===== config.mk =====
export PLATFORM = sky130hd
export DESIGN_NAME = gpb_ports
export DESIGN_NICKNAME = d
export VERILOG_FILES = /design/src/common/gpb_pkg.sv /design/src/core/gpb_ports.sv
export VERILOG_INCLUDE_DIRS = /design/src /design/src/common
export SDC_FILE = /design/constraint.sdc
export NUM_CORES = 1
export LEC_CHECK = 0
export BUFFER_PORTS_ARGS = -buffer_cell sky130_fd_sc_hd__buf_4
export CORE_ASPECT_RATIO = 0.75
export CORE_UTILIZATION = 39
export CTS_BUF_LIST = sky130_fd_sc_hd__clkbuf_4 sky130_fd_sc_hd__clkbuf_8
export DETAILED_ROUTE_END_ITERATION = 8
export PLACE_DENSITY_LB_ADDON = 0.2
export REMOVE_ABC_BUFFERS = 1
export SLEW_MARGIN = 10
export SYNTH_ARGS = -nofsm -noshare
export SYNTH_HDL_FRONTEND = slang
export SYNTH_SLANG_ARGS = --single-unit
export TNS_END_PERCENT = 30

===== constraint.sdc =====
create_clock -name sys_clk -period 9.7 [get_ports sys_clk]
set_clock_uncertainty 0.1 [all_clocks]
set_input_delay 1.94 -clock sys_clk [delete_from_list [all_inputs] [get_ports sys_clk]]
set_output_delay 1.94 -clock sys_clk [all_outputs]
set_load 0.05 [all_outputs]

===== src/common/gpb_cfg.svh =====
// register indices, field positions, reset values for the gpio ports
// assumes a word-aligned bus: byte address is four times the index
`ifndef GPB_CFG_SVH
`define GPB_CFG_SVH

`define GPB_IDX_ANALOG_LATCH 10'h001
`define GPB_IDX_CLOCK_LATCH 10'h002
`define GPB_IDX_TIMER_LATCH 10'h003
`define GPB_IDX_ANALOG_DIR 10'h005
`define GPB_IDX_CLOCK_DIR 10'h006
`define GPB_IDX_TIMER_DIR 10'h007
`define GPB_IDX_TIMER_PULLUP 10'h008

`define GPB_CLOCK_PINS 6
`define GPB_CLOCK_MASK 8'h3F
`define GPB_CLKOUT_BIT 7
`define GPB_CLKOUT_PIN 2
`define GPB_TA_CLK_PIN 6
`define GPB_TB_CLK_PIN 4
`define GPB_PS_EXTERNAL 3'h7
`define GPB_CONV_PINS 5'h08

`define GPB_DIR_RESET 8'h00
`define GPB_CLKOUT_RESET 1'h0
`define GPB_PULLUP_RESET 8'h00

`endif


===== src/common/gpb_pkg.sv =====
// types shared by the gpio port logic
// assumes gpb_cfg.svh holds the numbers
package gpb_pkg;
    typedef logic [7:0] gpb_byte_t;
    // one-hot register select decoded from the bus address
    typedef enum logic [7:0] {
        GPB_SEL_NONE = 8'h00,
        GPB_SEL_ALATCH = 8'h01,
        GPB_SEL_CLATCH = 8'h02,
        GPB_SEL_TLATCH = 8'h04,
        GPB_SEL_ADIR = 8'h08,
        GPB_SEL_CDIR = 8'h10,
        GPB_SEL_TDIR = 8'h20,
        GPB_SEL_TPULL = 8'h40
    } gpb_sel_e;
endpackage : gpb_pkg


===== src/core/gpb_ports.sv =====
// three gpio ports behind an ahb-lite slave: analog-shared, clock-out
// and timer-clock ports. assumes a single slave with zero wait states,
// converter and timer controls on sys_clk, pins asynchronous.
//
// Implementation choice: register access over AHB-Lite.
`timescale 1ns/10ps
`include "gpb_cfg.svh"

module gpb_ports (
    input wire logic sys_clk,
    input wire logic rst,
    input wire logic hsel,
    input wire logic [31:0] haddr,
    input wire logic [1:0] htrans,
    input wire logic hwrite,
    input wire logic [2:0] hsize,
    input wire logic [31:0] hwdata,
    input wire logic hready,
    output logic hreadyout,
    output logic hresp,
    output logic [31:0] hrdata,
    input wire logic [7:0] analog_port_pin_in,
    output logic [7:0] analog_port_pin_out,
    output logic [7:0] analog_port_pin_oe,
    input wire logic [5:0] clock_port_pin_in,
    output logic [5:0] clock_port_pin_out,
    output logic [5:0] clock_port_pin_oe,
    input wire logic [7:0] timer_port_pin_in,
    output logic [7:0] timer_port_pin_out,
    output logic [7:0] timer_port_pin_oe,
    output logic [7:0] timer_port_pullup_on,
    input wire logic [4:0] converter_channel_select,
    output logic [7:0] converter_input_pin,
    input wire logic [2:0] timer_a_prescaler_select,
    input wire logic [2:0] timer_b_prescaler_select,
    output logic timer_a_external_clock,
    output logic timer_b_external_clock
);

    // data latches, deliberately without reset
    gpb_pkg::gpb_byte_t analog_port_latch;
    gpb_pkg::gpb_byte_t clock_port_latch;
    gpb_pkg::gpb_byte_t timer_port_latch;
    gpb_pkg::gpb_byte_t next_analog_port_latch;
    gpb_pkg::gpb_byte_t next_clock_port_latch;
    gpb_pkg::gpb_byte_t next_timer_port_latch;

    // control state, reset
    gpb_pkg::gpb_byte_t analog_port_dir;
    gpb_pkg::gpb_byte_t clock_port_dir;
    gpb_pkg::gpb_byte_t timer_port_dir;
    gpb_pkg::gpb_byte_t timer_port_pullup_enable;
    logic system_clock_out_enable;
    gpb_pkg::gpb_byte_t next_analog_port_dir;
    gpb_pkg::gpb_byte_t next_clock_port_dir;
    gpb_pkg::gpb_byte_t next_timer_port_dir;
    gpb_pkg::gpb_byte_t next_timer_port_pullup_enable;
    logic next_system_clock_out_enable;

    // bus data-phase state
    gpb_pkg::gpb_sel_e wr_sel;
    gpb_pkg::gpb_sel_e next_wr_sel;
    logic [31:0] next_hrdata;

    // synchronisers: stage one feeds stage two only
    logic [7:0] analog_sync1;
    logic [7:0] analog_sync2;
    logic [5:0] clock_sync1;
    logic [5:0] clock_sync2;
    logic [7:0] timer_sync1;
    logic [7:0] timer_sync2;

    // registered pin controls, and the unregistered clock pin drive
    logic [7:0] next_analog_oe;
    logic [5:0] next_clock_oe;
    logic [7:0] next_timer_oe;
    logic [7:0] next_pullup_on;
    logic [7:0] next_conv_pin;
    logic next_ta_clk;
    logic next_tb_clk;
    logic [5:0] clock_drive;

    gpb_pkg::gpb_sel_e addr_sel;
    logic bus_take;
    gpb_pkg::gpb_byte_t wbyte;
    gpb_pkg::gpb_byte_t analog_view;
    gpb_pkg::gpb_byte_t clock_view;
    gpb_pkg::gpb_byte_t timer_view;

    // address decode on the word index; anything else is unmapped
    always_comb begin
        unique case (haddr[11:2])
            `GPB_IDX_ANALOG_LATCH: addr_sel = gpb_pkg::GPB_SEL_ALATCH;
            `GPB_IDX_CLOCK_LATCH: addr_sel = gpb_pkg::GPB_SEL_CLATCH;
            `GPB_IDX_TIMER_LATCH: addr_sel = gpb_pkg::GPB_SEL_TLATCH;
            `GPB_IDX_ANALOG_DIR: addr_sel = gpb_pkg::GPB_SEL_ADIR;
            `GPB_IDX_CLOCK_DIR: addr_sel = gpb_pkg::GPB_SEL_CDIR;
            `GPB_IDX_TIMER_DIR: addr_sel = gpb_pkg::GPB_SEL_TDIR;
            `GPB_IDX_TIMER_PULLUP: addr_sel = gpb_pkg::GPB_SEL_TPULL;
            default: addr_sel = gpb_pkg::GPB_SEL_NONE;
        endcase
    end

    assign bus_take = hsel & htrans[1] & hready;
    assign wbyte = hwdata[7:0];

    always_comb begin
        next_analog_port_latch = analog_port_latch;
        next_clock_port_latch = clock_port_latch;
        next_timer_port_latch = timer_port_latch;
        next_analog_port_dir = analog_port_dir;
        next_clock_port_dir = clock_port_dir;
        next_timer_port_dir = timer_port_dir;
        next_timer_port_pullup_enable = timer_port_pullup_enable;
        next_system_clock_out_enable = system_clock_out_enable;
        next_wr_sel = gpb_pkg::GPB_SEL_NONE;
        next_hrdata = hrdata;
        unique case (wr_sel)
            gpb_pkg::GPB_SEL_ALATCH: next_analog_port_latch = wbyte;
            gpb_pkg::GPB_SEL_CLATCH: begin
                next_clock_port_latch = wbyte & `GPB_CLOCK_MASK;
            end
            gpb_pkg::GPB_SEL_TLATCH: next_timer_port_latch = wbyte;
            gpb_pkg::GPB_SEL_ADIR: next_analog_port_dir = wbyte;
            gpb_pkg::GPB_SEL_CDIR: begin
                next_clock_port_dir = wbyte & `GPB_CLOCK_MASK;
                next_system_clock_out_enable = wbyte[`GPB_CLKOUT_BIT];
            end
            gpb_pkg::GPB_SEL_TDIR: next_timer_port_dir = wbyte;
            gpb_pkg::GPB_SEL_TPULL: next_timer_port_pullup_enable = wbyte;
            gpb_pkg::GPB_SEL_NONE: begin
            end
            default: begin
            end
        endcase
        // read views use next values so a read right after a write is fresh
        // latch where output, pin where input
        // only the second synchroniser stage is read
        analog_view = (next_analog_port_dir & next_analog_port_latch)
            | (~next_analog_port_dir & analog_sync2);
        clock_view = (next_clock_port_dir & next_clock_port_latch)
            | (~next_clock_port_dir & {2'h0, clock_sync2});
        timer_view = (next_timer_port_dir & next_timer_port_latch)
            | (~next_timer_port_dir & timer_sync2);
        if (bus_take) begin
            next_hrdata = 32'h00000000;
            if (hwrite) begin
                next_wr_sel = addr_sel;
            end else begin
                unique case (addr_sel)
                    gpb_pkg::GPB_SEL_ALATCH: next_hrdata[7:0] = analog_view;
                    gpb_pkg::GPB_SEL_CLATCH: next_hrdata[7:0] = clock_view;
                    gpb_pkg::GPB_SEL_TLATCH: next_hrdata[7:0] = timer_view;
                    gpb_pkg::GPB_SEL_ADIR: begin
                        next_hrdata[7:0] = next_analog_port_dir;
                    end
                    gpb_pkg::GPB_SEL_CDIR: begin
                        next_hrdata[7:0] = next_clock_port_dir;
                        next_hrdata[`GPB_CLKOUT_BIT] =
                            next_system_clock_out_enable;
                    end
                    gpb_pkg::GPB_SEL_TDIR: begin
                        next_hrdata[7:0] = next_timer_port_dir;
                    end
                    gpb_pkg::GPB_SEL_TPULL: begin
                        next_hrdata[7:0] = next_timer_port_pullup_enable;
                    end
                    gpb_pkg::GPB_SEL_NONE: begin
                    end
                    default: begin
                    end
                endcase
            end
        end
    end

    // pin control, registered so every control output comes from a flop
    always_comb begin
        next_conv_pin = 8'h00;
        // channel below eight claims that pin for the converter
        if (converter_channel_select < `GPB_CONV_PINS) begin
            next_conv_pin[converter_channel_select[2:0]] = 1'b1;
        end
        next_analog_oe = analog_port_dir & ~next_conv_pin;
        next_clock_oe = clock_port_dir[5:0];
        // clock output needs the buffer on
        if (system_clock_out_enable) begin
            next_clock_oe[`GPB_CLKOUT_PIN] = 1'b1;
        end
        next_timer_oe = timer_port_dir;
        next_pullup_on = timer_port_pullup_enable & ~timer_port_dir;
        // timer a clock from pin 6
        next_ta_clk = (timer_a_prescaler_select == `GPB_PS_EXTERNAL)
            & timer_sync2[`GPB_TA_CLK_PIN];
        // timer b clock from pin 4
        next_tb_clk = (timer_b_prescaler_select == `GPB_PS_EXTERNAL)
            & timer_sync2[`GPB_TB_CLK_PIN];
    end

    // latches keep their contents across reset
    always_ff @(posedge sys_clk) begin
        analog_port_latch <= next_analog_port_latch;
        clock_port_latch <= next_clock_port_latch;
        timer_port_latch <= next_timer_port_latch;
    end

    always_ff @(posedge sys_clk or posedge rst) begin
        if (rst) begin
            analog_port_dir <= `GPB_DIR_RESET;
            clock_port_dir <= `GPB_DIR_RESET;
            timer_port_dir <= `GPB_DIR_RESET;
            system_clock_out_enable <= `GPB_CLKOUT_RESET;
            timer_port_pullup_enable <= `GPB_PULLUP_RESET;
            wr_sel <= gpb_pkg::GPB_SEL_NONE;
            hrdata <= 32'h00000000;
            hreadyout <= 1'b1;
            hresp <= 1'b0;
            analog_sync1 <= 8'h00;
            analog_sync2 <= 8'h00;
            clock_sync1 <= 6'h00;
            clock_sync2 <= 6'h00;
            timer_sync1 <= 8'h00;
            timer_sync2 <= 8'h00;
            analog_port_pin_oe <= 8'h00;
            clock_port_pin_oe <= 6'h00;
            timer_port_pin_oe <= 8'h00;
            timer_port_pullup_on <= 8'h00;
            converter_input_pin <= 8'h00;
            timer_a_external_clock <= 1'b0;
            timer_b_external_clock <= 1'b0;
        end else begin
            analog_port_dir <= next_analog_port_dir;
            clock_port_dir <= next_clock_port_dir;
            timer_port_dir <= next_timer_port_dir;
            system_clock_out_enable <= next_system_clock_out_enable;
            timer_port_pullup_enable <= next_timer_port_pullup_enable;
            wr_sel <= next_wr_sel;
            hrdata <= next_hrdata;
            // zero wait states, always okay
            hreadyout <= 1'b1;
            hresp <= 1'b0;
            analog_sync1 <= analog_port_pin_in;
            analog_sync2 <= analog_sync1;
            clock_sync1 <= clock_port_pin_in;
            clock_sync2 <= clock_sync1;
            timer_sync1 <= timer_port_pin_in;
            timer_sync2 <= timer_sync1;
            analog_port_pin_oe <= next_analog_oe;
            clock_port_pin_oe <= next_clock_oe;
            timer_port_pin_oe <= next_timer_oe;
            timer_port_pullup_on <= next_pullup_on;
            converter_input_pin <= next_conv_pin;
            timer_a_external_clock <= next_ta_clk;
            timer_b_external_clock <= next_tb_clk;
        end
    end

    // latch values drive the pins directly; the clock pin is the exception
    always_comb begin
        clock_drive = clock_port_latch[5:0];
        // pin 2 carries sys_clk itself; a flop could only halve it
        // so this output is a mux and may glitch when the enable changes
        if (system_clock_out_enable) begin
            clock_drive[`GPB_CLKOUT_PIN] = sys_clk;
        end
    end

    assign analog_port_pin_out = analog_port_latch;
    assign clock_port_pin_out = clock_drive;
    assign timer_port_pin_out = timer_port_latch;

endmodule : gpb_ports


==> metrics, run 1 <==
drc violations 0; ANT nets after route 0; first-pass GRT wire length roughly 25 mm; Wirelength per Cell between 15 and 20 µm; WHS Path Cells 0; most frequent cells in the layout 132 x dfrtp_1, 131 x buf_4, 36 x nand2_1; synthesized area 0.006322 mm²; drt pass-1 iters 5; Seq/Total Area, Yosys between 50 and 60%; most common cell after layout, fill and taps aside dfrtp_1; Tot GR Track Use slightly above 20%; TritonCTS clock tree done; PortBufs about 130; number of slew-limit violations in the final report 0; r2r setup slk between 6 and 7 ns; number of global-route vias before repair 4,738; critical path capture point type output pin; Pwr per Cell Area around 170 mW/mm²; number of synthesized flops with an enable pin 0; Util after Layout between 50% and 60%; hold endpoint analog_sync2[3]; CP max stage cell mux2_2; CP required roughly 7.7 ns; LEAKAGE approximately 3.7 nW; sum of buffers and inverters on the critical path 3; top routing layer in use met4; final WL 16.41 mm; post-synth cell types 66; Inst Count DP approximately 840; gpl congestion around 0.82; Worst-Skew Late Latency ~0.57 ns; Synth area leaders dfrtp_1 52%, dfxtp_1 7.6%, buf_4 3.7%, mux2_2 3.4%, nand2_1 2.1%; vias per cell 5.375; FP Rows 39; met3 WL between 1 and 1.5 mm; Synth Area per Inst 12.00 µm²; Post-CTS Setup Repair Bufs 0; Crit Path Class clk2out; setup TNS 0 ns; CTS Hold Bufs 0; GRT overflow 0; Fin. Hold Viols 0; Post-CTS Resized 0; Synth Register Bits roughly 160; Post-Synthesis Cells between 500 and 600; Slew @ Worst Pin approximately 1.0 ns; ys async rst share 84.62%; Finished Layout Cells between 800 and 900; Detailed Place HPWL between 10 and 15 mm; Synth Flop Type dfrtp_1; hold crit path type reg2reg; Die W 149.0 µm; M1 wire length roughly 7.5 mm; Yosys top cell area share 52.25%; most frequent CP cell clkbuf_8; HP Start analog_sync1[3]; cell taking the most area after synthesis dfrtp_1; outcome complete, no violations; core area ~0.016 mm²; 1st-iter DRT viols about 290; Vias 4,698; critical path arrival ~5.6 ns; DR WL met2 about 7.6 mm; starting density of the core about two fifths; area grow syn2layout 23.51%; share of layout cells above drive strength 1 approximately 31%; # diodes 0; MaxCap Viol Count 0; DIE HEIGHT 112.3 µm; worst vdd ir a little over 0.00008 V; RSZ-0062 raised after global routing false; critical path depth in cells 4; die area between 0.015 and 0.02 mm²; startpoint types clock port; Ys Warns 0; largest net degree at the start of global routing between 70 and 80; CP Cell Sequence clkbuf_8 -> clkbuf_8 -> mux2_2 -> buf_4; CTS clock-pin slew for the worst setup and hold paths 0.08 ns; CP peak stage delay roughly 0.27 ns; # setup viols final 0; NumNets Final about 760; Reg2Reg Depth 6; Reg2Reg Capture Point hrdata[6]; initial antenna violation count 0; R2R Path Start wr_sel[3]; Rel. slew slack between 20 and 30%; cell family with most CP delay buffers and inverters; CP Max Fanout 2; I/O pin count a little over 200
-- logic make-up after synthesis --
family	Yosys count	share of synthesized area (%)
compound gates	117	14.13
mux	25	4.334
buf+inv	57	5.502
simple gates	170	16.07
flops	156	59.85
other cells	2	0.1188
-- worst register-to-register path: cells and delay by family, from the launching register on --
| kind | cells | cell delay, ns |
|---|---|---|
| DFF | 1 | 0.51 |
| muxes | 2 | 0.72 |
| AOI/OAI and AO/OA | 2 | 0.37 |
| and+or+nand+nor | 2 | 1.58 |
-- metal layers --
| metal | track usage (%) | vias up |
|---|---|---|
| li1 | - | 2140 |
| met1 | 28.72 | 2350 |
| met2 | 30.29 | 191 |
| met3 | 5.772 | 17 |
| met4 | 7.143 | 0 |
| met5 | 0 | - |
-- layout make-up --
cell class | count | area, µm²
Tap cell | 205 | 256.5
Inverter | 9 | 38.79
Clock inverter | 10 | 113.9
Timing Repair Buffer | 130 | 975.9
Multi-Input combinational cell | 338 | 2295
Clock buffer | 26 | 345.3
Sequential cell | 156 | 3784
Fill cell | 1418 | 7709
-- how the worst max path moves through the flow --
stage | from | endpoint | slack (ns)
floorplan | sys_clk | clock_port_pin_out[2] | 2.44
global placement | sys_clk | clock_port_pin_out[2] | 2.38
detailed placement | sys_clk | clock_port_pin_out[2] | 2.38
CTS | sys_clk | clock_port_pin_out[2] | 2.10
global route | sys_clk | clock_port_pin_out[2] | 2.09
finish | sys_clk | clock_port_pin_out[2] | 2.11
-- power by group --
part	switching (mW)	internal, mW
registers	0.00751	0.665
logic	0.0724	0.0298
clock network	0.255	0.288
-- synthesized netlist by cell type, types with 13 or more instances --
cell type,number
dfrtp_1,132
dfxtp_1,24
nand2_1,36
clkbuf_1,13
o21ai_0,15
a21o_1,15
buf_4,31
nand3_1,15
nor2b_1,19
nor2_1,24
mux2_2,19
and3_1,16
a221oi_1,14
-- metrics by stage --
step	worst slack [ns]	power, mW	instance area [µm²]	hold slack, ns
6_report	2.112	1.319	7809	0.2497
2_1_floorplan	2.435	0.7568	6098	0.2312
5_1_grt	2.092	1.368	7809	0.2575
4_1_cts	2.101	1.333	7800	0.2533
3_5_place_dp	2.384	0.8027	7348	0.2347
3_3_place_gp	2.384	0.8010	7348	0.2347
No activity file was read; power rests on OpenSTA's default activity.
==> run 2, diff against run 1 <==
==> constraint.sdc (replaced) <==
create_clock -name sys_clk -period 7.55 [get_ports sys_clk]
set_clock_uncertainty 0.1 [all_clocks]
set_input_delay 1.51 -clock sys_clk [delete_from_list [all_inputs] [get_ports sys_clk]]
set_output_delay 1.51 -clock sys_clk [all_outputs]
set_load 0.05 [all_outputs]
==> metrics, run 2 (synthesized netlist as in run 1, its figures left out) <==
CP Max Fanout 2 (unchanged); final WL 16.05 mm (-2.2%); # diodes 0 (unchanged); met3 WL 1.144 mm (+1.8%); CP max stage cell mux2_2; drc violations 0 (unchanged); DIE HEIGHT 112.3 µm (unchanged); GRT overflow 0 (unchanged); LEAKAGE 3.706 nW (-0.35%); M1 wire length 7.307 mm (-3.1%); setup TNS 0 ns (unchanged); Clk pwr share 40.2% (-1.0 points); Post-CTS Resized 0 (unchanged); startpoint types clock port; NumNets Final 763 (unchanged); vias per cell 5.366 (-0.17%); number of slew-limit violations in the final report 0 (unchanged); Post-CTS Setup Repair Bufs 0 (unchanged); # setup viols final 0 (unchanged); die area 0.01673 mm² (unchanged); Filler Cell Count 1,408 (-0.71%); r2r setup slk 4.18 ns (-2.12 ns); Die W 149.0 µm (unchanged); Final Cell Area 0.007784 mm² (-0.32%); Slew @ Worst Pin 1.096 ns (+0.05309 ns); initial antenna violation count 0 (unchanged); Worst-Skew Late Latency 0.57 ns (about the same); MaxCap Viol Count 0 (unchanged); worst vdd ir 0.0001030 V (+26%); Vias 4,690 (-0.17%); share of layout cells above drive strength 1 30.64% (unchanged); CTS Hold Bufs 0 (unchanged); hold crit path type reg2reg; gpl congestion 0.8218 (-0.15%); drt pass-1 iters 5 (unchanged); CP required 5.94 ns (-1.72 ns); most frequent CP cell clkbuf_8; Wirelength per Cell 18.36 µm (-2.2%); TritonCTS clock tree done; outcome complete, no violations; sw power 424.9 µW (+27%); top routing layer in use met4; PortBufs 126 (unchanged); CP peak stage delay 0.28 ns (about the same); CP Cell Sequence clkbuf_8 -> clkbuf_8 -> mux2_2 -> buf_4; cell family with most CP delay buffers and inverters; Pwr per Cell Area 213.7 mW/mm² (+27%); RSZ-0062 raised after global routing false; Fin. Hold Viols 0 (unchanged); Crit Path Class clk2out; most frequent cells in the layout 132 x dfrtp_1, 131 x buf_4, 36 x nand2_1; Tot GR Track Use 19.90% (-0.57 points); I/O pin count 203 (unchanged); Rel. slew slack 26.37% (-3.6 points); Comb pwr share 7.9% (about the same); DR WL met2 7.386 mm (-2.9%); critical path arrival 4.48 ns (-1.07 ns); sequential share of power 52.0% (+1.0 points); Net Sw Frac 25.55% (+0.13 points); first-pass GRT wire length 24.62 mm (-2.8%); starting density of the core 40.74% (unchanged); 1st-iter DRT viols 428 (+49%); Detailed Place HPWL 11.54 mm (-1.2%); number of global-route vias before repair 4,628 (-2.3%); core area 0.01552 mm² (unchanged); sum of buffers and inverters on the critical path 3 (unchanged); Cell Int Power 1.238 mW (+26%); CTS clock-pin slew for the worst setup and hold paths 0.08 ns (about the same); FP Rows 39 (unchanged); most common cell after layout, fill and taps aside dfrtp_1; critical path capture point type output pin; ANT nets after route 0 (unchanged); area grow syn2layout 23.12%; Post-DP Area 0.007348 mm² (unchanged); largest net degree at the start of global routing 74 (-1.3%)
-- run 2: path summary, 6_finish.rpt --
check / start / endpoint / cells past startpoint
max: sys_clk / clock_port_pin_out[2] / 4
min: analog_sync1[3] / analog_sync2[3] / 0
max reg2reg: wr_sel[5] / hrdata[6] / 6
min reg2reg: analog_sync1[3] / analog_sync2[3] / 0
max in group asynchronous: rst / clock_port_pin_oe[5] / 3
min in group asynchronous: rst / timer_sync1[1] / 2
-- run 2: area by class of cell --
cell class / instances / area, µm² / area share (%)
inverter: 9 / 38.79 / 0.4983
tap: 205 / 256.5 / 3.295
sequential: 156 / 3784 / 48.61
clock buffer: 24 / 311.5 / 4.003
timing repair buffer: 130 / 975.9 / 12.54
clock inverter: 12 / 122.6 / 1.575
multi-input combinational: 338 / 2295 / 29.48
-- run 2: routing by layer --
| layer | track usage (%) | up-vias |
|---|---|---|
| li1 | - | 2137 |
| met5 | 0 | - |
| met4 | 7.415 | 0 |
| met2 | 29.30 | 195 |
| met1 | 27.73 | 2336 |
| met3 | 5.813 | 22 |
-- run 2: power groups by stage --
stage	Combinational [mW]	Sequential [mW]	Clock, mW
3_3_place_gp	0.130	0.881	0.0177
4_1_cts	0.132	0.865	0.683
2_1_floorplan	0.0566	0.902	0.0137
6_report	0.131	0.864	0.668
5_1_grt	0.141	0.866	0.723
3_5_place_dp	0.132	0.881	0.0177
-- run 2: worst reg2reg max path: cells and delay by family (launching register included) --
| kind | cells | cell delay (ns) |
|---|---|---|
| compound gates | 2 | 0.37 |
| simple gates | 2 | 1.54 |
| mux | 2 | 0.72 |
| flops | 1 | 0.51 |
-- run 2: stage by stage --
step,power (mW),util (%),hold slack [ns],setup slack (ns),cells
6_report,1.663,50.16,0.2485,1.462,874
5_1_grt,1.730,50.16,0.2607,1.441,874
4_1_cts,1.680,50.10,0.2528,1.446,874
3_5_place_dp,1.031,47.36,0.2347,1.739,839
3_3_place_gp,1.029,47.36,0.2347,1.739,839
2_1_floorplan,0.9723,-,0.2312,1.790,503
